## src/shared/bif_pkg.sv

```systemverilog
// Purpose: Constants shared by the binary input channel front end.
// Assumes: 25 MHz system clock, byte addresses on the register bus.
// Notes:   Field positions are bit offsets inside 32-bit registers.
package bif_pkg;
  // Register byte offsets
  localparam logic [4:0]  REG_CTRL    = 5'h00;
  localparam logic [4:0]  REG_CFG     = 5'h04;
  localparam logic [4:0]  REG_TIME    = 5'h08;
  localparam logic [4:0]  REG_CMD     = 5'h0C;
  localparam logic [4:0]  REG_STATUS  = 5'h10;
  localparam logic [4:0]  REG_OUTS    = 5'h14;
  localparam logic [4:0]  REG_CYC     = 5'h18;
  // CTRL bits
  localparam int          CTRL_BLOCK_EN = 0;
  localparam int          CTRL_POL_OPEN = 1;
  localparam int          CTRL_MULTI    = 2;
  localparam int          CTRL_EVERY    = 3;
  localparam int          CTRL_LONG_EN  = 4;
  localparam int          CTRL_CYC_EN   = 5;
  // CFG fields (lsb positions)
  localparam int          CFG_DEB_LSB   = 0;
  localparam int          CFG_SCR_LSB   = 4;
  localparam int          CFG_MAXOP_LSB = 8;
  localparam int          CFG_LVL_LSB   = 12;
  localparam int          CFG_FOLDV_LSB = 16;
  localparam int          CFG_LONGV_LSB = 18;
  // CMD bits
  localparam int          CMD_BLOCK     = 0;
  localparam int          CMD_STEP_VAL  = 1;
  localparam int          CMD_STEP_GO   = 2;
  // Reset values
  localparam logic [31:0] CTRL_RST = 32'h0000_0000;
  localparam logic [31:0] CFG_RST  = 32'h000A_5203;
  localparam logic [31:0] TIME_RST = 32'h0258_01F4;
  localparam logic [15:0] CYC_RST  = 16'h03E8;
  // Sent value selections
  localparam logic [1:0]  VAL_ON  = 2'h0;
  localparam logic [1:0]  VAL_OFF = 2'h1;
  localparam logic [1:0]  VAL_TOG = 2'h2;
  // Object codes on the transmit strobe
  localparam logic [3:0]  OBJ_STATE = 4'h0;
  localparam logic [3:0]  OBJ_LONG  = 4'h5;
  localparam int          LEVELS_MAX = 5;
  localparam int          FOLD_MAX   = 4;
  // Debounce choices in ms, index 0..6
  localparam logic [6:0][7:0] DEB_MS = {8'h96, 8'h64, 8'h46, 8'h32, 8'h1E, 8'h14, 8'h0A};
  // Millisecond tick
  localparam int          CLK_NS      = 40;
  localparam int          TICK_NS     = 1000000;
  localparam int          TICK_CYCLES = TICK_NS / CLK_NS;
  typedef enum logic [2:0] {
    MS_IDLE  = 3'b001,
    MS_PRESS = 3'b010,
    MS_GAP   = 3'b100
  } bif_mstate_t;
endpackage

```

## src/core/bif_channel.sv

```systemverilog
// Purpose: One binary input channel: debounce, polarity, blocking, sequence level, multi press.
// Assumes: Avalon-MM slave with byte addresses; one wait state on every access.
// Notes:   One transmit strobe per cycle; a cyclic send waits while another send is pending.

// Behaviour
// [RULE1] Up to five sequence level outputs, count configurable
// [RULE2] Step command: one up, zero down
// [RULE3] Current sequence level held as byte
// [RULE4] Optional one-bit blocking input disables channel
// [RULE5] Blocked and cyclic: keep sending last state
// [RULE6] Blocking detaches terminals, sending continues
// [RULE7] Blocking does not affect manual operation
// [RULE8] Debounce selectable 10 to 150 ms
// [RULE9] Act on edge at once, start debounce
// [RULE10] Ignore edges during debounce interval
// [RULE11] Polarity: closed or opened means actuated
// [RULE12] Screening setting slows evaluation for long cables
// [RULE13] Multi press sends value for press count
// [RULE14] Gap timer restarts per press, expiry sends
// [RULE15] Press count saturates at configured maximum one-four
// [RULE16] Long press discards earlier short presses
// [RULE17] Toggle option inverts object value each send
// [RULE18] Millisecond tick prescaler, input synchronised first
module bif_channel #(
  parameter int TICK_CYCLES = bif_pkg::TICK_CYCLES
) (
  // Clock and reset
  input  wire logic        clk_sys,
  input  wire logic        rst,
  // Avalon-MM slave
  input  wire logic [4:0]  avs_address,
  input  wire logic        avs_read,
  input  wire logic        avs_write,
  input  wire logic [31:0] avs_writedata,
  output logic [31:0]      avs_readdata,
  output logic             avs_waitrequest,
  // Contact and local operation
  input  wire logic        contact_in,
  input  wire logic        manual_en,
  input  wire logic        manual_act,
  // Messages towards the bus layer
  output logic             tx_stb,
  output logic [3:0]       tx_obj,
  output logic             tx_val,
  output logic [7:0]       level_byte,
  output logic [4:0]       level_bits,
  output logic             actuated
);
  logic [31:0] ctrl;
  logic [31:0] cfg;
  logic [31:0] tmr;
  logic [15:0] cyc;
  logic        block_val;
  logic [31:0] next_ctrl;
  logic [31:0] next_cfg;
  logic [31:0] next_tmr;
  logic [15:0] next_cyc;
  logic        next_block;
  logic [31:0] next_rdata;
  logic        next_wait;
  logic        acc;
  logic        wr_go;
  logic        step_go;
  logic        blocked;
  logic [2:0]  cnt;
  logic [3:0]  fold_val;
  logic        long_val;
  bif_pkg::bif_mstate_t mstate;

  // Bus: request seen with waitrequest high, answered one cycle later
  always_comb begin
    next_ctrl  = ctrl;
    next_cfg   = cfg;
    next_tmr   = tmr;
    next_cyc   = cyc;
    next_block = block_val;
    next_wait  = 1'b1;
    next_rdata = avs_readdata;
    acc        = (avs_read || avs_write) && avs_waitrequest;
    wr_go      = avs_write && !avs_waitrequest;
    step_go    = 1'b0;
    if (acc) begin
      next_wait = 1'b0;
      unique case (avs_address)
        bif_pkg::REG_CTRL:   next_rdata = ctrl;
        bif_pkg::REG_CFG:    next_rdata = cfg;
        bif_pkg::REG_TIME:   next_rdata = tmr;
        bif_pkg::REG_CMD:    next_rdata = {31'h0000_0000, block_val};
        bif_pkg::REG_STATUS: next_rdata = {10'h000, mstate, cnt, 6'h00, blocked, actuated, level_byte};
        bif_pkg::REG_OUTS:   next_rdata = {19'h0_0000, long_val, fold_val, 3'h0, level_bits};
        bif_pkg::REG_CYC:    next_rdata = {16'h0000, cyc};
        default:             next_rdata = 32'h0000_0000;
      endcase
    end
    if (wr_go) begin
      unique case (avs_address)
        bif_pkg::REG_CTRL: next_ctrl = avs_writedata;
        bif_pkg::REG_CFG:  next_cfg  = avs_writedata;
        bif_pkg::REG_TIME: next_tmr  = avs_writedata;
        bif_pkg::REG_CYC:  next_cyc  = avs_writedata[15:0];
        bif_pkg::REG_CMD: begin
          next_block = avs_writedata[bif_pkg::CMD_BLOCK];
          step_go    = avs_writedata[bif_pkg::CMD_STEP_GO];
        end
        default: ;
      endcase
    end
  end

  always_ff @(posedge clk_sys) begin
    if (rst) begin
      ctrl            <= bif_pkg::CTRL_RST;
      cfg             <= bif_pkg::CFG_RST;
      tmr             <= bif_pkg::TIME_RST;
      cyc             <= bif_pkg::CYC_RST;
      block_val       <= 1'b0;
      avs_waitrequest <= 1'b1;
      avs_readdata    <= 32'h0000_0000;
    end else begin
      ctrl            <= next_ctrl;
      cfg             <= next_cfg;
      tmr             <= next_tmr;
      cyc             <= next_cyc;
      block_val       <= next_block;
      avs_waitrequest <= next_wait;
      avs_readdata    <= next_rdata;
    end
  end

  // Settings
  logic [2:0]  deb_sel;
  logic [7:0]  dead_ms;
  logic [2:0]  max_ops;
  logic [2:0]  lvl_cnt;
  logic [1:0]  fold_sel;
  logic [1:0]  long_sel;
  assign deb_sel  = cfg[bif_pkg::CFG_DEB_LSB +: 3];
  assign dead_ms  = bif_pkg::DEB_MS[(deb_sel > 3'h6) ? 3'h6 : deb_sel]; // [RULE8]
  assign max_ops  = {1'b0, cfg[bif_pkg::CFG_MAXOP_LSB +: 2]} + 3'h1; // [RULE15]
  assign lvl_cnt  = (cfg[bif_pkg::CFG_LVL_LSB +: 3] > 3'h5) ? 3'h5 : cfg[bif_pkg::CFG_LVL_LSB +: 3]; // [RULE1]
  assign fold_sel = cfg[bif_pkg::CFG_FOLDV_LSB +: 2];
  assign long_sel = cfg[bif_pkg::CFG_LONGV_LSB +: 2];
  assign blocked  = ctrl[bif_pkg::CTRL_BLOCK_EN] && block_val; // [RULE4]

  // Millisecond prescaler
  logic [15:0] pre_cnt;
  logic        tick_ms;
  assign tick_ms = (pre_cnt == 16'(TICK_CYCLES - 1));
  always_ff @(posedge clk_sys) begin
    if (rst) pre_cnt <= 16'h0000;
    else     pre_cnt <= tick_ms ? 16'h0000 : pre_cnt + 16'h0001; // [RULE18]
  end

  logic deb_level;
  logic deb_edge;
  bif_debounce u_deb (
    .clk_sys    (clk_sys),
    .rst        (rst),
    .tick_ms    (tick_ms),
    .raw_in     (contact_in),
    .dead_ms    (dead_ms),
    .settle_ms  (cfg[bif_pkg::CFG_SCR_LSB +: 2]),
    .level      (deb_level),
    .edge_pulse (deb_edge)
  );

  // Actuation source; manual path bypasses blocking
  logic manual_q;
  logic phys_act;
  logic src_act;
  logic src_edge;
  assign phys_act = deb_level ^ ctrl[bif_pkg::CTRL_POL_OPEN]; // [RULE11]
  assign src_act  = manual_en ? manual_act : phys_act;
  assign src_edge = manual_en ? (manual_act != manual_q) : (deb_edge && !blocked); // [RULE6] [RULE7]

  // Multi press machine
  bif_pkg::bif_mstate_t next_mstate;
  logic [2:0]  next_cnt;
  logic [15:0] ms_cnt;
  logic [15:0] next_ms;
  logic        is_long;
  logic        next_long;
  logic [3:0]  next_fold;
  logic        next_lval;
  logic        next_act;
  logic        next_stb;
  logic [3:0]  next_obj;
  logic        next_tval;
  logic        cyc_pend;
  logic        next_cpend;
  logic [15:0] cyc_cnt;
  logic [15:0] next_ccnt;
  logic        cyc_fire;
  logic        press;
  logic        release_e;
  logic        multi;

  function automatic logic pick(input logic [1:0] sel, input logic cur);
    pick = (sel == bif_pkg::VAL_ON) ? 1'b1 : (sel == bif_pkg::VAL_OFF) ? 1'b0 : !cur; // [RULE17]
  endfunction

  always_comb begin
    multi       = ctrl[bif_pkg::CTRL_MULTI];
    press       = src_edge && src_act;
    release_e   = src_edge && !src_act;
    next_mstate = mstate;
    next_cnt    = cnt;
    next_ms     = tick_ms ? ms_cnt + 16'h0001 : ms_cnt;
    next_long   = is_long;
    next_fold   = fold_val;
    next_lval   = long_val;
    next_act    = src_edge ? src_act : actuated;
    next_stb    = 1'b0;
    next_obj    = tx_obj;
    next_tval   = tx_val;
    cyc_fire    = ctrl[bif_pkg::CTRL_CYC_EN] && tick_ms && (cyc_cnt + 16'h0001 >= cyc);
    next_ccnt   = cyc_fire ? 16'h0000 : (tick_ms ? cyc_cnt + 16'h0001 : cyc_cnt);
    next_cpend  = cyc_pend || cyc_fire;
    if (!multi) begin
      next_mstate = bif_pkg::MS_IDLE;
      next_cnt    = 3'h0;
      if (src_edge) begin
        next_stb  = 1'b1; // [RULE9]
        next_obj  = bif_pkg::OBJ_STATE;
        next_tval = src_act;
      end
    end else begin
      unique case (mstate)
        bif_pkg::MS_IDLE, bif_pkg::MS_GAP: begin
          if (press) begin
            next_mstate = bif_pkg::MS_PRESS;
            next_cnt    = (cnt >= max_ops) ? max_ops : cnt + 3'h1; // [RULE15]
            next_ms     = 16'h0000;
            next_long   = 1'b0;
            if (ctrl[bif_pkg::CTRL_EVERY]) begin
              next_stb  = 1'b1;
              next_obj  = {1'b0, next_cnt};
              next_tval = pick(fold_sel, fold_val[next_cnt[1:0] - 2'h1]);
              next_fold[next_cnt[1:0] - 2'h1] = next_tval;
            end
          end else if (mstate == bif_pkg::MS_GAP && tick_ms && ms_cnt + 16'h0001 >= tmr[15:0]) begin
            next_mstate = bif_pkg::MS_IDLE; // [RULE14]
            next_cnt    = 3'h0;
            if (!ctrl[bif_pkg::CTRL_EVERY]) begin
              next_stb  = 1'b1; // [RULE13]
              next_obj  = {1'b0, cnt};
              next_tval = pick(fold_sel, fold_val[cnt[1:0] - 2'h1]);
              next_fold[cnt[1:0] - 2'h1] = next_tval;
            end
          end
        end
        bif_pkg::MS_PRESS: begin
          if (ctrl[bif_pkg::CTRL_LONG_EN] && ms_cnt >= tmr[31:16]) next_long = 1'b1;
          if (release_e) begin
            next_ms = 16'h0000; // [RULE14]
            if (next_long) begin
              next_mstate = bif_pkg::MS_IDLE; // [RULE16]
              next_cnt    = 3'h0;
              next_stb    = 1'b1;
              next_obj    = bif_pkg::OBJ_LONG;
              next_tval   = pick(long_sel, long_val);
              next_lval   = next_tval;
            end else begin
              next_mstate = bif_pkg::MS_GAP;
            end
          end
        end
        default: next_mstate = bif_pkg::MS_IDLE;
      endcase
    end
    // Cyclic send of the held state, also while blocked
    if (!next_stb && cyc_pend) begin
      next_stb   = 1'b1; // [RULE5]
      next_obj   = bif_pkg::OBJ_STATE;
      next_tval  = actuated;
      next_cpend = cyc_fire;
    end
  end

  always_ff @(posedge clk_sys) begin
    if (rst) begin
      mstate   <= bif_pkg::MS_IDLE;
      cnt      <= 3'h0;
      ms_cnt   <= 16'h0000;
      is_long  <= 1'b0;
      fold_val <= 4'h0;
      long_val <= 1'b0;
      actuated <= 1'b0;
      tx_stb   <= 1'b0;
      tx_obj   <= 4'h0;
      tx_val   <= 1'b0;
      cyc_pend <= 1'b0;
      cyc_cnt  <= 16'h0000;
      manual_q <= 1'b0;
    end else begin
      mstate   <= next_mstate;
      cnt      <= next_cnt;
      ms_cnt   <= next_ms;
      is_long  <= next_long;
      fold_val <= next_fold;
      long_val <= next_lval;
      actuated <= next_act; // [RULE6]
      tx_stb   <= next_stb;
      tx_obj   <= next_obj;
      tx_val   <= next_tval;
      cyc_pend <= next_cpend;
      cyc_cnt  <= next_ccnt;
      manual_q <= manual_act;
    end
  end

  // Switching sequence level
  logic [7:0] next_lvl;
  logic [4:0] next_bits;
  always_comb begin
    next_lvl = level_byte;
    if (step_go) begin
      if (avs_writedata[bif_pkg::CMD_STEP_VAL] && level_byte < {5'h00, lvl_cnt})
        next_lvl = level_byte + 8'h01; // [RULE2]
      else if (!avs_writedata[bif_pkg::CMD_STEP_VAL] && level_byte != 8'h00)
        next_lvl = level_byte - 8'h01;
    end
    if (next_lvl > {5'h00, lvl_cnt}) next_lvl = {5'h00, lvl_cnt};
    for (int i = 0; i < bif_pkg::LEVELS_MAX; i++) begin
      next_bits[i] = (next_lvl > 8'(i)) && (lvl_cnt > 3'(i)); // [RULE1]
    end
  end
  always_ff @(posedge clk_sys) begin
    if (rst) begin
      level_byte <= 8'h00;
      level_bits <= 5'h00;
    end else begin
      level_byte <= next_lvl; // [RULE3]
      level_bits <= next_bits;
    end
  end
endmodule

```

## src/core/bif_debounce.sv

```systemverilog
// Purpose: Input synchroniser, screening filter and debounce dead time.
// Assumes: tick_ms is a one-cycle pulse every millisecond.
// Notes:   Dead time counts whole ticks, so it may end up to 1 ms early.
module bif_debounce (
  // Clock and reset
  input  wire logic       clk_sys,
  input  wire logic       rst,
  input  wire logic       tick_ms,
  // Contact and settings
  input  wire logic       raw_in,
  input  wire logic [7:0] dead_ms,
  input  wire logic [1:0] settle_ms,
  // Filtered result
  output logic            level,
  output logic            edge_pulse
);
  logic       sync1;
  logic       sync2;
  logic [7:0] dead_cnt;
  logic [1:0] settle_cnt;
  logic       next_level;
  logic       next_edge;
  logic [7:0] next_dead;
  logic [1:0] next_settle;

  always_comb begin
    next_level  = level;
    next_edge   = 1'b0;
    next_dead   = dead_cnt;
    next_settle = settle_cnt;
    if (dead_cnt != 8'h00) begin
      // Input not looked at during dead time
      if (tick_ms) next_dead = dead_cnt - 8'h01; // [RULE10]
      next_settle = 2'h0;
    end else if (sync2 == level) begin
      next_settle = 2'h0;
    end else if (settle_cnt >= settle_ms) begin
      // Act at once and start dead time together
      next_level  = sync2; // [RULE9]
      next_edge   = 1'b1;
      next_dead   = dead_ms;
      next_settle = 2'h0;
    end else if (tick_ms) begin
      // Longer screening trades speed for noise immunity
      next_settle = settle_cnt + 2'h1; // [RULE12]
    end
  end

  always_ff @(posedge clk_sys) begin
    if (rst) begin
      sync1      <= 1'b0;
      sync2      <= 1'b0;
      level      <= 1'b0;
      edge_pulse <= 1'b0;
      dead_cnt   <= 8'h00;
      settle_cnt <= 2'h0;
    end else begin
      sync1      <= raw_in; // [RULE18]
      sync2      <= sync1;
      level      <= next_level;
      edge_pulse <= next_edge;
      dead_cnt   <= next_dead;
      settle_cnt <= next_settle;
    end
  end
endmodule

```

## config.mk

```make
export PLATFORM = sky130hd
export DESIGN_NAME = bif_channel
export DESIGN_NICKNAME = d
export VERILOG_FILES = /design/src/shared/bif_pkg.sv /design/src/core/bif_channel.sv /design/src/core/bif_debounce.sv
export SDC_FILE = /design/constraint.sdc
export NUM_CORES = 1
export LEC_CHECK = 0
export ABC_AREA = 1
export CAP_MARGIN = 20
export CORE_MARGIN = 4
export CORE_UTILIZATION = 55
export CTS_CLUSTER_DIAMETER = 100
export DETAILED_ROUTE_END_ITERATION = 10
export DONT_BUFFER_PORTS = 1
export GPL_TIMING_DRIVEN = 0
export PLACE_DENSITY = 0.7
export SLEW_MARGIN = 20
export SYNTH_ARGS = -nofsm -noshare
export SYNTH_HDL_FRONTEND = slang
export SYNTH_HIERARCHICAL = 1
export SYNTH_SLANG_ARGS = --single-unit
```

## constraint.sdc

```tcl
create_clock -name clk_sys -period 3.6 [get_ports clk_sys]
set_input_delay 0.18 -clock clk_sys [delete_from_list [all_inputs] [get_ports clk_sys]]
set_output_delay 0.18 -clock clk_sys [all_outputs]
set_load 0.005 [all_outputs]
```

# Yosys cells after proc, flatten, opt, wreduce, memory -nomap -nowiden
# Memory sizes are Yosys's and may differ from the RTL's.
# Index checks and enable logic that the tools add are counted.
[word_totals] register_bits=242 romBits=64 inputBits=44 out_inout_bits=53 wordCells=254 mem_count=1
[classes] n_addsub=11 magnitude_cmp=24 eq_ne=34 mux=89 bitwise=4 reduce_logical=62
[mem_list] name="(name not given)" depth=8 width=8 rd=1 rd_clocked_by_memory_dff=0 write_ports=0 line_no="bif_channel.sv:138" rtl="assign dead_ms = bif_pkg::DEB_MS[(deb_sel > 3'h6) ? 3'h6 : deb_sel];"
[op_table] cell="32-bit case mux with 7 select lines" n=1
[op_table] cell="8-bit 2-to-1 mux" n=9
[op_table] cell="16-bit 2-to-1 mux" n=4
[op_table] cell="16-bit by 1-bit adder with 16-bit output, second input constant" n=3
[op_table] cell="16-bit >= comparator" n=3
[op_table] cell="4-bit 2-to-1 mux" n=12
[op_table] cell="1-bit 2-to-1 mux" n=39
[op_table] cell="3-bit 2-to-1 mux" n=11
[op_table] cell="16-bit case mux with 2 select lines" n=1
[op_table] cell="1-bit logical AND" n=21
[op_table] cell="4-bit != test, second input constant" n=5
[op_table] cell="16-bit by 15-bit equality test with 1-bit output, second input constant" n=1
[op_table] cell="8-bit by 1-bit > comparator with 1-bit output, second input constant" n=2
[op_table] cell="8-bit by 2-bit > comparator with 1-bit output, second input constant" n=2
[op_table] cell="8-bit nonzero test" n=2
[op_table] cell="8-bit by 1-bit subtractor with 8-bit output, second input constant" n=2
[op_table] cell="5-bit equality test, second input constant" n=3
[op_table] cell="5-bit != test, second input constant" n=3
[op_table] cell="7-bit AND reduction" n=2
[op_table] cell="3-bit case mux with 2 select lines" n=2
[op_table] cell="2-bit AND reduction" n=6
[op_table] cell="5-bit by 4-bit equality test with 1-bit output, second input constant" n=2
[op_table] cell="2-bit != test, second input constant" n=5
[op_table] cell="2-bit OR reduction" n=5
[op_table] cell="45 further kinds" n=78

# Depth between registers and ports, before layout
# Gate-level depths: netlist of run 1.
[logic_depth] depth_word=14 ltp_mapped=25 depth_no_buf=25

# Modules after synthesis
# The synthesis of run 1 kept the hierarchy.
[modules_own_cells] module="bif_channel" n_inst=1 cells_per_inst=1653 area_per_inst_um2=11805.1 seq_area_each_um2=4544.4
[modules_own_cells] module="bif_debounce" n_inst=1 cells_per_inst=138 area_per_inst_um2=879.6 seq_area_each_um2=280.3

# Least setup slack after synthesis of run 1
# No wires, ideal clock.
[synth_path] path_kind="register -> register" start="register ms_cnt[0]" end="register tx_obj[0]" setup_ns=0.070 t_arrival_ns=3.056 t_required_ns=3.530 setup_slack_ns=0.474 stages_incl_launch_ff=21 path_buffers=0 period_less_slack_ns=3.126 cell_sequence="dfxtp_1 ha_1 nand3_1 nor2_1 nand3_1 nand3b_1 nor3_1 nand3_1 xor2_1 inv_1 ha_1 nand2_1 nor3_1 nand3_1 nand3_1 nand2_1 nand2_1 nand4_2 nand2_2 nand3_1 a21oi_1"
[synth_via] elab_chain_len=12 elab_cells_between_ends=20 cone_classes="1 x add/sub; 2 x order compare; 2 x eq/ne; 9 x mux; 6 x reduce/logical"
[synth_lines] element="from (decl)" line_no="bif_channel.sv:179" rtl="logic [15:0] ms_cnt;"
[synth_lines] element="from (signal assigned)" line_no="bif_channel.sv:298" rtl="ms_cnt <= next_ms;"
[synth_lines] element="parallel branches: the longest is 12 deep, another holds 16-bit by 1-bit adder with 16-bit output"
[synth_lines] element="to (signal assigned)" line_no="bif_channel.sv:304" rtl="tx_obj <= next_obj;"
[synth_lines] element="to (decl)" line_no="bif_channel.sv:43" rtl="output logic [3:0] tx_obj,"
# Parallel ways; which one is timed is not known. The select of a mux whose other input is x is not followed.
# A chain may end at the register's enable or synchronous reset.

# Final worst setup path of run 1
[layout_path] start="register ms_cnt[0]" end="register fold_val[3]"
[layout_via] elab_chain_len=5
[layout_lines] element="16-bit by 1-bit adder with 16-bit output" line_no="bif_channel.sv:241" rtl="end else if (mstate == bif_pkg::MS_GAP && tick_ms && ms_cnt + 16'h0001 >= tmr[15:0]) begin"
[layout_lines] element="16-bit >= comparator" line_no="bif_channel.sv:241"
[layout_lines] element="1-bit logical AND" line_no="bif_channel.sv:241"
[layout_lines] element="2-bit nonzero test (no line)"
[layout_lines] element="5-bit AND reduction (no line)"
[layout_lines] element="to (signal assigned)" line_no="bif_channel.sv:300" rtl="fold_val <= next_fold;"
[layout_lines] element="to (decl)" line_no="bif_channel.sv:66" rtl="logic [3:0] fold_val;"
# Every way passes these cells.

==> metrics list, run 1 <==
- After detailed routing, the number of vias per cell comes to 5.714.
- Critical path required time: 4090 ps
- Clock Tree Buf Depth: 3
- The design draws 6.707 mW.
* Count of TritonRoute iterations in the first routing pass: 7
- The number of cells on the worst reg-to-reg path is 21.
- Number of enable-type register cells in the synthesized netlist: 0
* Cell area after synthesis: 12680 µm²
* Maximum achievable frequency: 0.2934 GHz
- Clock tree root driver cell: sky130_fd_sc_hd__clkbuf_16
- For this design the top-level I/O count stands at 97.
- The min-delay analysis places its worst path in the category in2reg.
* Global-route wire length before repair: 63560 µm
- Ys Warns: 6
- Post-synthesis to final-layout area growth: 15.60%
* Max Clock Skew: 16.26 ps
- Counting the fill cells in the layout gives 2041.
* Vias after detailed routing: 12430
- Row count: 55
- Area of the die: 25560 µm²
- The clock network is responsible for 45.1% of the overall power.
- Crit path capture type: register
* Clock slew at the register clock pins of the worst setup and hold paths: 70 ps
- Per-instance average area after synthesis: 7.082 µm²
* Hold Vio Cnt, Final: 0
- Pre-CTS worst setup slack: -261.9 ps
- Die H: 159.9 µm
* Via count of the first global-routing pass: 11630
- The worst register-to-register path has a setup slack of 190 ps.
- Combinational cells account for 13.3% of the total power.
- Hold Path Stages: 5
- The final layout contains routed wiring with a total length of 40560 µm.
* Share of cells above drive strength 1: 7.468%
- Cells fill 64.77% of the core in the end.
* Arr. time, crit path: 3900 ps
- Critical path startpoint category: register
- Max-slew headroom: 21.10%
- Across all setup checks in the final design, the least slack found is 192.2 ps.
* Proportion of power drawn by flip-flops and latches: 41.6%
- The max-slew violation total from the final report came to 0.
* Final cycle utilization of the critical path: 94.66%
- Worst Tran Pin Value: 1179 ps
- The worst path needs 3408 ps of the cycle, external delays included.
* CP max FO: 6
- Final weighted congestion of routability-driven global placement: 0.9858
- Synthesis inferred 241 register bits.
- Endpoint of the lowest-slack register-to-register path: fold_val[3]$_SDFFE_PP0P_
- Post-detailed-placement half-perimeter wirelength: 30190 µm
* Final Cell Area: 14660 µm²
* Number of antenna violations at the first check in global routing: 2
- For this run, the leading register cell type out of synthesis is sky130_fd_sc_hd__dfxtp_1.
* Post-DR wirelength/cell: 18.65 µm
- Detailed-route DRC error count: 0
* Starting utilization of the core area: 56.03%
* Setup repair after global routing missed its margin: yes
- In this run, the number of DRC markers left after iteration 0 of detailed routing was 1172.
- The number of placed instances, taps included, is 2082.
* Level count of the clock H-tree: 1
- Clock latency on the worst-skew pair, taken at its later pin, is 560 ps.
- Counting every instance in the synthesized netlist gives 1791.
* Clock buffer count from CTS: 27
- Critical path type: reg2reg
* Number of clock sinks seen by CTS: 241
- Summed negative setup slack over all endpoints: 0 ps
* Share of the yosys chip area belonging to registers: 38.04%
- For this design the total switching power over the nets is 1.812 mW.
- Worst flop-to-flop path startpoint: ms_cnt[0]$_SDFF_PP0_
- In this run, distinct cell masters in the synthesized netlist total 43.
- Global routing used 30.69% of the available tracks across all layers.
- Cell internal power was estimated by the tool at 4.894 mW.
- Total global routing overflow: 0
- Summed over all cells, the static leakage comes to 6.234 nW.
* Sw Share: 27.02%
* Total cell area at the placement stage: 13060 µm²
- The worst hold path terminates at tx_val$_SDFFE_PP0P_.
* Max-cap check violation count: 0
* Core Box Area: 22640 µm²
* Die width: 159.9 µm
- Fraction of synthesis flops using an asynchronous set or reset pin: 0%
* Maximum vdd ir drop: 460.5 µV
* Number of nets in the finished design: 1988
* Layout Cells excl Fill: 2175
- Final Setup Violations: 0
- Min Hold Slack: 19.96 ps
- The worst hold path begins at manual_en.
* Largest net degree at the start of global routing: 17
* Status: complete, no violations
- Post-DRT Antenna Nets: 0
- Input/output buffers: 0
- Dividing total power by cell area gives a power density of 457.4 nW/µm².
- TritonCTS built the clock tree.
==> timing repair <==
item | CTS | global route
hold buffers | 41 | 0
setup endpoints to repair | 22 | 39
resized for setup | 10 | 43
endpoints found under the hold margin | 128 | 0
pin swaps | 5 | 11
setup buffers | 1 | 2
cloned | 0 | 0
==> flip-flops by register name (all words and copies together), names as in the netlist, 2 cells and up <==
register and cells:
u_deb/settle_cnt 2, u_deb/dead_cnt 8, tx_obj 3, mstate 3, level_bits 5, cnt 3, fold_val 4, avs_readdata 32
ctrl 32, ms_cnt 16, level_byte 8, tmr 32, cfg 32, cyc_cnt 16, cyc 16, pre_cnt 16
==> worst max path at each step <==
stage	startpoint	end	slack, ps	depth (start not counted)
2_1_floorplan	ms_cnt[0]$_SDFF_PP0_	tx_obj[0]$_SDFFE_PP0P_	470	20
3_3_place_gp	ms_cnt[0]$_SDFF_PP0_	tx_obj[0]$_SDFFE_PP0P_	-200	20
3_5_place_dp	ms_cnt[0]$_SDFF_PP0_	tx_obj[0]$_SDFFE_PP0P_	-260	20
4_1_cts	ms_cnt[0]$_SDFF_PP0_	cnt[2]$_SDFFE_PP0P_	20	22
5_1_grt	ms_cnt[0]$_SDFF_PP0_	fold_val[3]$_SDFFE_PP0P_	-80	22
6_report	ms_cnt[0]$_SDFF_PP0_	fold_val[3]$_SDFFE_PP0P_	190	21
==> worst max-delay path: stages (launching register included) <==
cell and delay [ps]:
sky130_fd_sc_hd__dfxtp_4 390, sky130_fd_sc_hd__ha_2 200, sky130_fd_sc_hd__nand3_2 110, sky130_fd_sc_hd__nor2_4 150
sky130_fd_sc_hd__nand3_2 80, sky130_fd_sc_hd__nand3b_1 230, sky130_fd_sc_hd__nor3_2 290, sky130_fd_sc_hd__xor2_1 220
sky130_fd_sc_hd__inv_1 100, sky130_fd_sc_hd__ha_1 300, sky130_fd_sc_hd__nand2_1 100, sky130_fd_sc_hd__nor3_4 210
sky130_fd_sc_hd__nand3_2 120, sky130_fd_sc_hd__nand3_4 120, sky130_fd_sc_hd__nand2_4 70, sky130_fd_sc_hd__o22ai_2 110
sky130_fd_sc_hd__inv_2 60, sky130_fd_sc_hd__nor2_4 170, sky130_fd_sc_hd__nand2_2 70, sky130_fd_sc_hd__nand2_1 60
sky130_fd_sc_hd__nand2_1 50, sky130_fd_sc_hd__nor2_1 130
==> cells in the mapped netlist, drive strengths merged (4+ instances only) <==
| master | number | share of area, % |
|---|---|---|
| o21a | 4 | 0.24 |
| o22ai | 29 | 1.4 |
| inv | 230 | 6.8 |
| o221ai | 14 | 0.97 |
| nand4 | 24 | 1.3 |
| xor2 | 36 | 2.5 |
| dfxtp | 241 | 38 |
| nor3 | 27 | 1.4 |
| ha | 75 | 7.4 |
| a21oi | 155 | 6.1 |
| nor2 | 213 | 6.7 |
| nand2 | 349 | 11 |
| buf | 10 | 0.46 |
| o21ai | 172 | 6.8 |
| nand3 | 77 | 3.2 |
| o211ai | 32 | 1.9 |
| nand3b | 7 | 0.41 |
| a211oi | 11 | 0.65 |
| nor3b | 4 | 0.24 |
| clkinv | 4 | 0.12 |
| clkbuf | 61 | 1.8 |
==> kinds of logic (layout without fill, tap and decap cells) <==
family                   after synthesis  count (layout)  synth area share (%)
flip-flops                           241             241                 38.04
XOR/XNOR                              39              39                 2.693
AO/OA/AOI/OAI                        423             423                 18.47
AND/OR/NAND/NOR                      707             707                 24.19
adder cells (fa/ha/maj)               75              75                 7.398
other                                  1               9               0.02956
buffers and inverters                305             396                 9.193
==> power by group through the flow <==
stage,Clock (mW),Sequential (mW),Combinational [mW]
3_3_place_gp,0,2.85,0.801
3_5_place_dp,0,2.85,0.810
6_report,3.03,2.79,0.891
5_1_grt,3.17,2.80,1.01
2_1_floorplan,0,2.83,0.650
4_1_cts,3.05,2.79,0.873
==> final cells by class <==
cell class | count | area, µm² | share of cell area (%)
clock inverter | 12 | 205.2 | 1.399
buffer | 70 | 284.0 | 1.937
timing repair buffer | 44 | 432.9 | 2.952
sequential | 241 | 4838 | 32.99
clock buffer | 36 | 769.5 | 5.247
multi-input combinational | 1251 | 6892 | 47.00
tap | 285 | 356.6 | 2.432
inverter | 234 | 880.8 | 6.007
antenna | 2 | 5.005 | 0.03413
==> cell usage in the layout, fill, tap and decap left out, types with 7 or more instances in the layout <==
| master | count |
|---|---|
| sky130_fd_sc_hd__nand4_1 | 22 |
| sky130_fd_sc_hd__dlygate4sd3_1 | 41 |
| sky130_fd_sc_hd__inv_2 | 12 |
| sky130_fd_sc_hd__nor2_4 | 8 |
| sky130_fd_sc_hd__conb_1 | 7 |
| sky130_fd_sc_hd__o22ai_1 | 28 |
| sky130_fd_sc_hd__a21oi_2 | 7 |
| sky130_fd_sc_hd__o21ai_1 | 16 |
| sky130_fd_sc_hd__nor3_2 | 9 |
| sky130_fd_sc_hd__nand2_2 | 13 |
| sky130_fd_sc_hd__o21ai_0 | 156 |
| sky130_fd_sc_hd__nand2_1 | 330 |
| sky130_fd_sc_hd__a211oi_1 | 11 |
| sky130_fd_sc_hd__dfxtp_1 | 234 |
| sky130_fd_sc_hd__clkbuf_16 | 27 |
| sky130_fd_sc_hd__xor2_1 | 36 |
| sky130_fd_sc_hd__o221ai_1 | 14 |
| sky130_fd_sc_hd__o211ai_1 | 32 |
| sky130_fd_sc_hd__nand3_1 | 67 |
| sky130_fd_sc_hd__ha_1 | 73 |
| sky130_fd_sc_hd__nand3b_1 | 7 |
| sky130_fd_sc_hd__a21oi_1 | 148 |
| sky130_fd_sc_hd__nor2_1 | 199 |
| sky130_fd_sc_hd__nand3_2 | 8 |
| sky130_fd_sc_hd__clkbuf_1 | 63 |
| sky130_fd_sc_hd__nor3_1 | 17 |
| sky130_fd_sc_hd__inv_1 | 217 |
==> per-layer routing <==
| layer | routed length (µm) | GRT usage (%) | vias to the layer above |
|---|---|---|---|
| met2 | 18260 | 49.34 | 514 |
| met3 | 3226 | 5.445 | 152 |
| met4 | 2424 | 15.72 | 0 |
| met1 | 16650 | 39.75 | 5702 |
| li1 | - | - | 6060 |
| met5 | 0 | 0 | - |
Power figures use the tool's default switching activity.
==> inputs of run 2 (changes only) <==
--- a/config.mk
+++ b/config.mk
@@ -7,6 +7,7 @@
 export LEC_CHECK = 0
 export ABC_AREA = 1
 export CAP_MARGIN = 20
+export CORE_ASPECT_RATIO = 1.75
 export CORE_MARGIN = 4
 export CORE_UTILIZATION = 55
 export CTS_CLUSTER_DIAMETER = 100
==> constraint.sdc (replaced) <==
create_clock -name clk_sys -period 3.5 [get_ports clk_sys]
set_input_delay 0.525 -clock clk_sys [delete_from_list [all_inputs] [get_ports clk_sys]]
set_output_delay 0.525 -clock clk_sys [all_outputs]
set_load 0.005 [all_outputs]
==> metrics list, run 2 (same netlist as run 1, synthesis figures left out) <==
- TritonCTS built the clock tree.
* Total GRT Usage: 32.21% (+1.5 points)
* Clock slew at the register clock pins of the worst setup and hold paths: 70 ps (about the same)
- Count of TritonRoute iterations in the first routing pass: 6 (-1)
* Area occupied by multi-input gates: 6954 µm² (+0.91%)
- The ratio of cells with drive above 1 in the final layout was 7.972% (+0.50 points).
* Vias after detailed routing: 12310 (-0.96%)
- Worst Tran Pin Value: 1032 ps (-147.2 ps)
- Clock tree root driver cell: sky130_fd_sc_hd__clkbuf_16
- Status: complete, no violations
* Total cell area at the placement stage: 13080 µm² (+0.14%)
- Die width: 122.8 µm (-23%)
- The final standard cell utilization of the core is 62.10% (-2.7 points).
* Critical path required time: 3960 ps (-130 ps)
- Input/output buffers: 0 (unchanged)
- The number of violations reported at the end of detailed-routing iteration 0 was 841 (-28%).
* Core Box Area: 22740 µm² (+0.45%)
- Global-route wire length before repair: 64170 µm (+0.96%)
* Most frequent cells in the layout: sky130_fd_sc_hd__nand2_1 (328), sky130_fd_sc_hd__dfxtp_1 (232), sky130_fd_sc_hd__inv_1 (216)
- Post-DRT Antenna Nets: 0 (unchanged)
* Starting utilization of the core area: 55.77% (-0.25 points)
- The achievable frequency came to 0.2951 GHz (+0.58%).
- Layout Cells excl Fill: 2144 (-1.4%)
- Total Wirelength: 42180 µm (+4.0%)
- Level count of the clock H-tree: 1 (unchanged)
* Post-detailed-placement half-perimeter wirelength: 32540 µm (+7.8%)
- Via count of the first global-routing pass: 11790 (+1.4%)
- CP max FO: 6 (unchanged)
- Largest net degree at the start of global routing: 14 (-3)
- The total power divided by cell area is 431.7 nW/µm² (-5.6%).
- Number of antenna violations at the first check in global routing: 1 (-1)
- Via-to-Cell Ratio: 5.741 (+0.47%)
* Post-synthesis to final-layout area growth: 11.33%
* Critical path type: reg2reg
- The layout net count was 1954 (-1.7%).
- Most common cell after layout, fill and taps aside: sky130_fd_sc_hd__nand2_1
- The maximum root-to-sink buffer count is 3 (unchanged).
- Dpl cells: 2097 (+0.72%)
- The final cycle utilization of the critical path came to 96.81% (+2.1 points).
* Max-cap check violation count: 0 (unchanged)
- The max-slew violation total from the final report came to 0 (unchanged).
- The average wire length per cell after detail routing is 19.67 µm (+5.5%).
- Max Clock Skew: 11.12 ps (-5.131 ps)
* Row count: 73 (+33%)
* Hold bufs inserted after CTS: 0 (-100%)
- The die outline area was 25650 µm² (+0.38%).
- Hold Vio Cnt, Final: 0 (unchanged)
* Total global routing overflow: 0 (unchanged)
* Clock latency on the worst-skew pair: 530 ps (-30 ps)
* Clock buffer count from CTS: 23 (-15%)
- The maximum VDD drop is 428.8 µV (-6.9%).
- Setup repair after global routing missed its margin: yes
* Final weighted congestion of routability-driven global placement: 0.9921 (+0.64%)
* Critical path startpoint category: register
* Fin crit period: 3388 ps (-19.55 ps)
- The count of pins on the block boundary came to 97 (unchanged).
- Number of clock sinks seen by CTS: 241 (unchanged)
* HP Class: in2reg
* Detailed-route DRC error count: 0 (unchanged)
- Fillers: 2156 (+5.6%)
- The worst max-slew margin expressed relative to the limit is 30.57% (+9.5 points).
- Sequential cell area in the final layout: 4843 µm² (+0.10%)
* Final antenna diode count: 0 (-2)
* Arr. time, crit path: 3850 ps (-50 ps)
- The total of endpoints with negative setup slack in the final report is 0 (unchanged).
- Crit path capture type: register
* Leakage: 5.968 nW (-4.3%)
- Die H: 208.9 µm (+31%)
- Final Cell Area: 14120 µm² (-3.7%)
[run 2: changes by cell type in the layout (fill, tap and decap cells not counted), sizes merged]
cell / delta
bufinv: -5
inv: -1
clkbuf: -4
buf: +11
clkinv: -2
dlygate4sd3: -41
diode: -2
clkinvlp: -2
[run 2: cell type report]
type	count	area share, %
buffer	71	2.091
clock buffer	32	4.598
clock inverter	2	0.07088
inverter	234	6.237
multi-input combinational	1251	49.24
sequential	241	34.30
tap	300	2.658
timing repair buffer	13	0.8062
[run 2: per-layer routing]
metal | up-vias | global-route usage (%) | share of wire, %
li1 | 5982 | - | -
met1 | 5699 | 33.84 | 35
met3 | 172 | 5.443 | 6.4
met2 | 454 | 57.38 | 50
met5 | - | 0 | 0.028
met4 | 2 | 21.42 | 8.1
[run 2: repair_timing]
| item | CTS | global route |
|---|---|---|
| endpoints found under the setup margin | 27 | 36 |
| pin swaps | 5 | 21 |
| setup buffers | 3 | 10 |
| resized for setup | 14 | 58 |
| hold endpoints to repair | 0 | 0 |
[run 2: final timing paths]
path,from,cells after the start,slack (ps),to
setup / recovery,ms_cnt[0]$_SDFF_PP0_,22,110,fold_val[3]$_SDFFE_PP0P_
hold / removal,rst,1,60,u_deb/sync1$_SDFF_PP0_
setup reg to reg,ms_cnt[0]$_SDFF_PP0_,22,110,fold_val[3]$_SDFFE_PP0P_
hold reg to reg,u_deb/sync1$_SDFF_PP0_,2,410,u_deb/sync2$_SDFF_PP0_
[run 2: power by group]
group | switching (mW) | leakage (nW) | internal, mW
Combinational | 0.604 | 3.69 | 0.288
Clock | 1.06 | 0.326 | 1.28
Sequential | 0.0643 | 1.95 | 2.80
Total | 1.73 | 5.97 | 4.37
[run 2: per-stage QoR]
| stage | hold WS [ps] | power [mW] | setup slack [ps] | TNS [ps] |
|---|---|---|---|---|
| global placement | 405.9 | 3.790 | -322.8 | -3748 |
| CTS | 50.15 | 6.098 | 27.78 | 0 |
| global route | 48.44 | 6.325 | -142.9 | -564.4 |
| finish | 62.94 | 6.096 | 111.8 | 0 |
| detailed placement | 406.2 | 3.802 | -362.5 | -4614 |
| floorplan | 388.3 | 3.580 | 374.5 | 0 |
[run 2: critical path: stages, from the launching register on]
cell and delay (ps):
sky130_fd_sc_hd__dfxtp_4 390, sky130_fd_sc_hd__ha_4 160, sky130_fd_sc_hd__nand3_4 80, sky130_fd_sc_hd__nor2_4 130, sky130_fd_sc_hd__nand3_2 80, sky130_fd_sc_hd__nand3b_1 230
sky130_fd_sc_hd__nor3_2 260, sky130_fd_sc_hd__nand3_1 130, sky130_fd_sc_hd__xor2_1 210, sky130_fd_sc_hd__inv_1 120, sky130_fd_sc_hd__ha_4 290, sky130_fd_sc_hd__nand2_4 50
sky130_fd_sc_hd__nor3_4 190, sky130_fd_sc_hd__nand2_1 120, sky130_fd_sc_hd__nand3_4 120, sky130_fd_sc_hd__nand2_4 60, sky130_fd_sc_hd__o22ai_2 130, sky130_fd_sc_hd__inv_2 60
sky130_fd_sc_hd__nor2_4 180, sky130_fd_sc_hd__nand2_2 90, sky130_fd_sc_hd__nand2_2 60, sky130_fd_sc_hd__nand2_1 40, sky130_fd_sc_hd__nor2_1 130
==> inputs of run 3 (changes only) <==
==> constraint.sdc (replaced) <==
create_clock -name clk_sys -period 3.2 [get_ports clk_sys]
set_input_delay 0.48 -clock clk_sys [delete_from_list [all_inputs] [get_ports clk_sys]]
set_output_delay 0.48 -clock clk_sys [all_outputs]
set_load 0.005 [all_outputs]
==> metrics list, run 3 (same netlist as run 1, synthesis figures left out) <==
- The ratio of cells with drive above 1 in the final layout is 10.75% (+2.8 points).
- PD cells: 461.9 nW/µm² (+7.0%)
* Clock buffer count from CTS: 23 (unchanged)
- Pins over their slew limit: 0 (unchanged)
- Layout Cells excl Fill: 2161 (+0.79%)
* Leakage: 6.113 nW (+2.4%)
* Final worst setup slack: -106.4 ps (-218.2 ps)
- The run finished, with violations left.
* Worst r2r path cells: 23 (+4.5%)
- TritonCTS clock tree: done
* Vias after detailed routing: 12410 (+0.84%)
* Critical path type: reg2reg
* Worst Tran Pin Value: 1056 ps (+24.03 ps)
- Routed metal-1 wirelength: 14800 µm (-0.24%)
- The number of filler instances in the final layout is 2101 (-2.6%).
- The pre-CTS setup slack came to -662.5 ps (-300.0 ps).
- Die width: 122.8 µm (unchanged)
* Via count of the first global-routing pass: 11900 (+0.98%)
- The count of antenna diodes in the layout is 0 (unchanged).
* I/O pin total: 97 (unchanged)
- The length of the first detailed-routing pass in iterations is 5 (-1).
- Final weighted congestion of routability-driven global placement: 0.9921 (unchanged)
* Post-detailed-placement half-perimeter wirelength: 32540 µm (unchanged)
* Area of the die: 25650 µm² (unchanged)
- The number of clock sinks was 241 (unchanged).
- Dpl cells: 2097 (unchanged)
- The met3 wirelength from detailed routing was 2792 µm (+3.6%).
- The standard-cell row count is 73 (unchanged).
- The data required time at the worst endpoint came to 3660 ps (-300 ps).
- The detailed-route vias per instance was 5.744 (about the same).
- The total of endpoints with negative setup slack in the final report is 10 (+10).
- The arrival time at the worst endpoint is 3770 ps (-80 ps).
- The post-layout total power came to 6.679 mW (+9.6%).
- The maximum VDD drop came to 468.4 µV (+9.2%).
- Hold Vio Cnt, Final: 0 (unchanged)
* Crit path capture type: register
* 1st-iter DRT viols: 732 (-13%)
- The number of antenna violations at the first check in global routing was 1 (unchanged).
- Setup repair after global routing could not meet its margin everywhere.
* Input/output buffers: 0 (unchanged)
* Clock latency on the worst-skew pair: 530 ps (about the same)
- The total DRC errors in the routed layout was 0 (unchanged).
- The global-route wire length before repair was 64870 µm (+1.1%).
- The average wire length per cell after detail routing was 19.68 µm (about the same).
- Max-slew headroom: 28.95% (-1.6 points)
* CP max FO: 5 (-1)
- The wire length on met2 is 21580 µm (+1.7%).
- Total GRT Usage: 32.57% (+0.36 points)
* Max Clock Skew: 6.643 ps (-4.481 ps)
- The library cell used most frequently in the layout, excluding fill and tap cells, is sky130_fd_sc_hd__nand2_1.
* Number of nets in the finished design: 1971 (+0.87%)
- The max-cap violation count was 0 (unchanged).
* Critical path startpoint category: register
* Highest routing layer actually used: met5
* Core Box Area: 22740 µm² (unchanged)
* Post-synthesis to final-layout area growth: 13.99%
- The number of levels in the clock H-tree was 1 (unchanged).
- The clock-pin slew on the worst setup and hold paths is 60 ps (about the same).
- The wire length reported by the detailed router was 42520 µm (+0.82%).
* Post-DRT Antenna Nets: 0 (unchanged)
- The maximum number of pins on one net before global-route repair is 14 (unchanged).
* HP Class: in2reg
- Fin crit period: 3306 ps (-81.79 ps)
- The final cycle utilization of the critical path came to 103.3% (+6.5 points).
- Starting utilization of the core area: 55.77% (unchanged)
* Maximum achievable frequency: 0.3024 GHz (+2.5%)
- Hold Path Stages: 1 (unchanged)
* Failing checks: negative setup slack
* Most frequent cells in the layout: sky130_fd_sc_hd__nand2_1 (318), sky130_fd_sc_hd__dfxtp_1 (229), sky130_fd_sc_hd__inv_1 (215)
- The total congestion overflow came to 0 (unchanged).
* Clock Tree Buf Depth: 3 (unchanged)
- Clock tree root driver cell: sky130_fd_sc_hd__clkbuf_16
- Die H: 208.9 µm (unchanged)
## run 3: timing repair
item                                    CTS  global route
buffers inserted                         17            13
hold buffers                              0             0
endpoints found under the setup margin   39            39
pin swaps                                22            28
gates cloned                              0             1
gates resized for setup                  64            69
## run 3: per-stage QoR
stage / instance area (µm²) / utilization (%) / hold WS [ps] / setup TNS [ps]
2_1_floorplan: 12710 / - / 388.3 / 0
3_3_place_gp: 13080 / 57.52 / 405.9 / -12820
3_5_place_dp: 13080 / 57.52 / 406.2 / -13860
4_1_cts: 14100 / 61.98 / 5.146 / -929.9
5_1_grt: 14460 / 63.57 / 3.424 / -3929
6_report: 14460 / 63.57 / 16.08 / -798.3
## run 3: area by class of cell
class                   count  area, µm²  area share (%)
well taps                 300      375.4           2.596
repair buffers             30      250.2           1.731
inverters                 234      888.4           6.144
clock buffers              32      649.4           4.491
flip-flops and latches    241       4860           33.61
clock inverters             2      10.01         0.06923
plain buffers              71      299.0           2.068
multi-input cells        1251       7127           49.29
## run 3: where the power goes
part | switching [mW] | internal (mW) | total [mW]
sequential | 0.0705 | 3.06 | 3.13
clock | 1.16 | 1.40 | 2.55
combinational | 0.667 | 0.326 | 0.992
total | 1.90 | 4.78 | 6.68
## run 3: worst paths after layout
| path | startpoint | to | slack [ps] |
|---|---|---|---|
| worst max-delay path | ms_cnt[0]$_SDFF_PP0_ | fold_val[3]$_SDFFE_PP0P_ | -110 |
| worst max register to register | ms_cnt[0]$_SDFF_PP0_ | fold_val[3]$_SDFFE_PP0P_ | -110 |
| worst min register to register | u_deb/sync1$_SDFF_PP0_ | u_deb/sync2$_SDFF_PP0_ | 420 |
| worst min-delay path | rst | u_deb/sync1$_SDFF_PP0_ | 20 |
## run 3: worst max-delay path: stages (launching register included)
cell                       delay, ps
sky130_fd_sc_hd__dfxtp_4         390
sky130_fd_sc_hd__nand3_4          90
sky130_fd_sc_hd__nor2_4          110
sky130_fd_sc_hd__nand4_1         120
sky130_fd_sc_hd__nor3_2          240
sky130_fd_sc_hd__nand3_1         150
sky130_fd_sc_hd__inv_2            80
sky130_fd_sc_hd__nand3_2          70
sky130_fd_sc_hd__nand3b_1        220
sky130_fd_sc_hd__xor2_2          220
sky130_fd_sc_hd__inv_2            70
sky130_fd_sc_hd__ha_4            280
sky130_fd_sc_hd__nand2_4          50
sky130_fd_sc_hd__nor3_4          150
sky130_fd_sc_hd__nand2_1         120
sky130_fd_sc_hd__nand3_4         120
sky130_fd_sc_hd__nand2_4          80
sky130_fd_sc_hd__o22ai_4         100
sky130_fd_sc_hd__inv_2            60
sky130_fd_sc_hd__nor2_4          180
sky130_fd_sc_hd__nand2_1         100
sky130_fd_sc_hd__nand2_1          60
sky130_fd_sc_hd__nand2_1          40
sky130_fd_sc_hd__nor2_1          110
## run 3: routing by layer
layer  vias up  global-route usage [%]
met1      5768                   34.02
met5         -                       0
met4         2                   21.89
met3       167                   5.984
li1       6031                       -
met2       444                   57.79
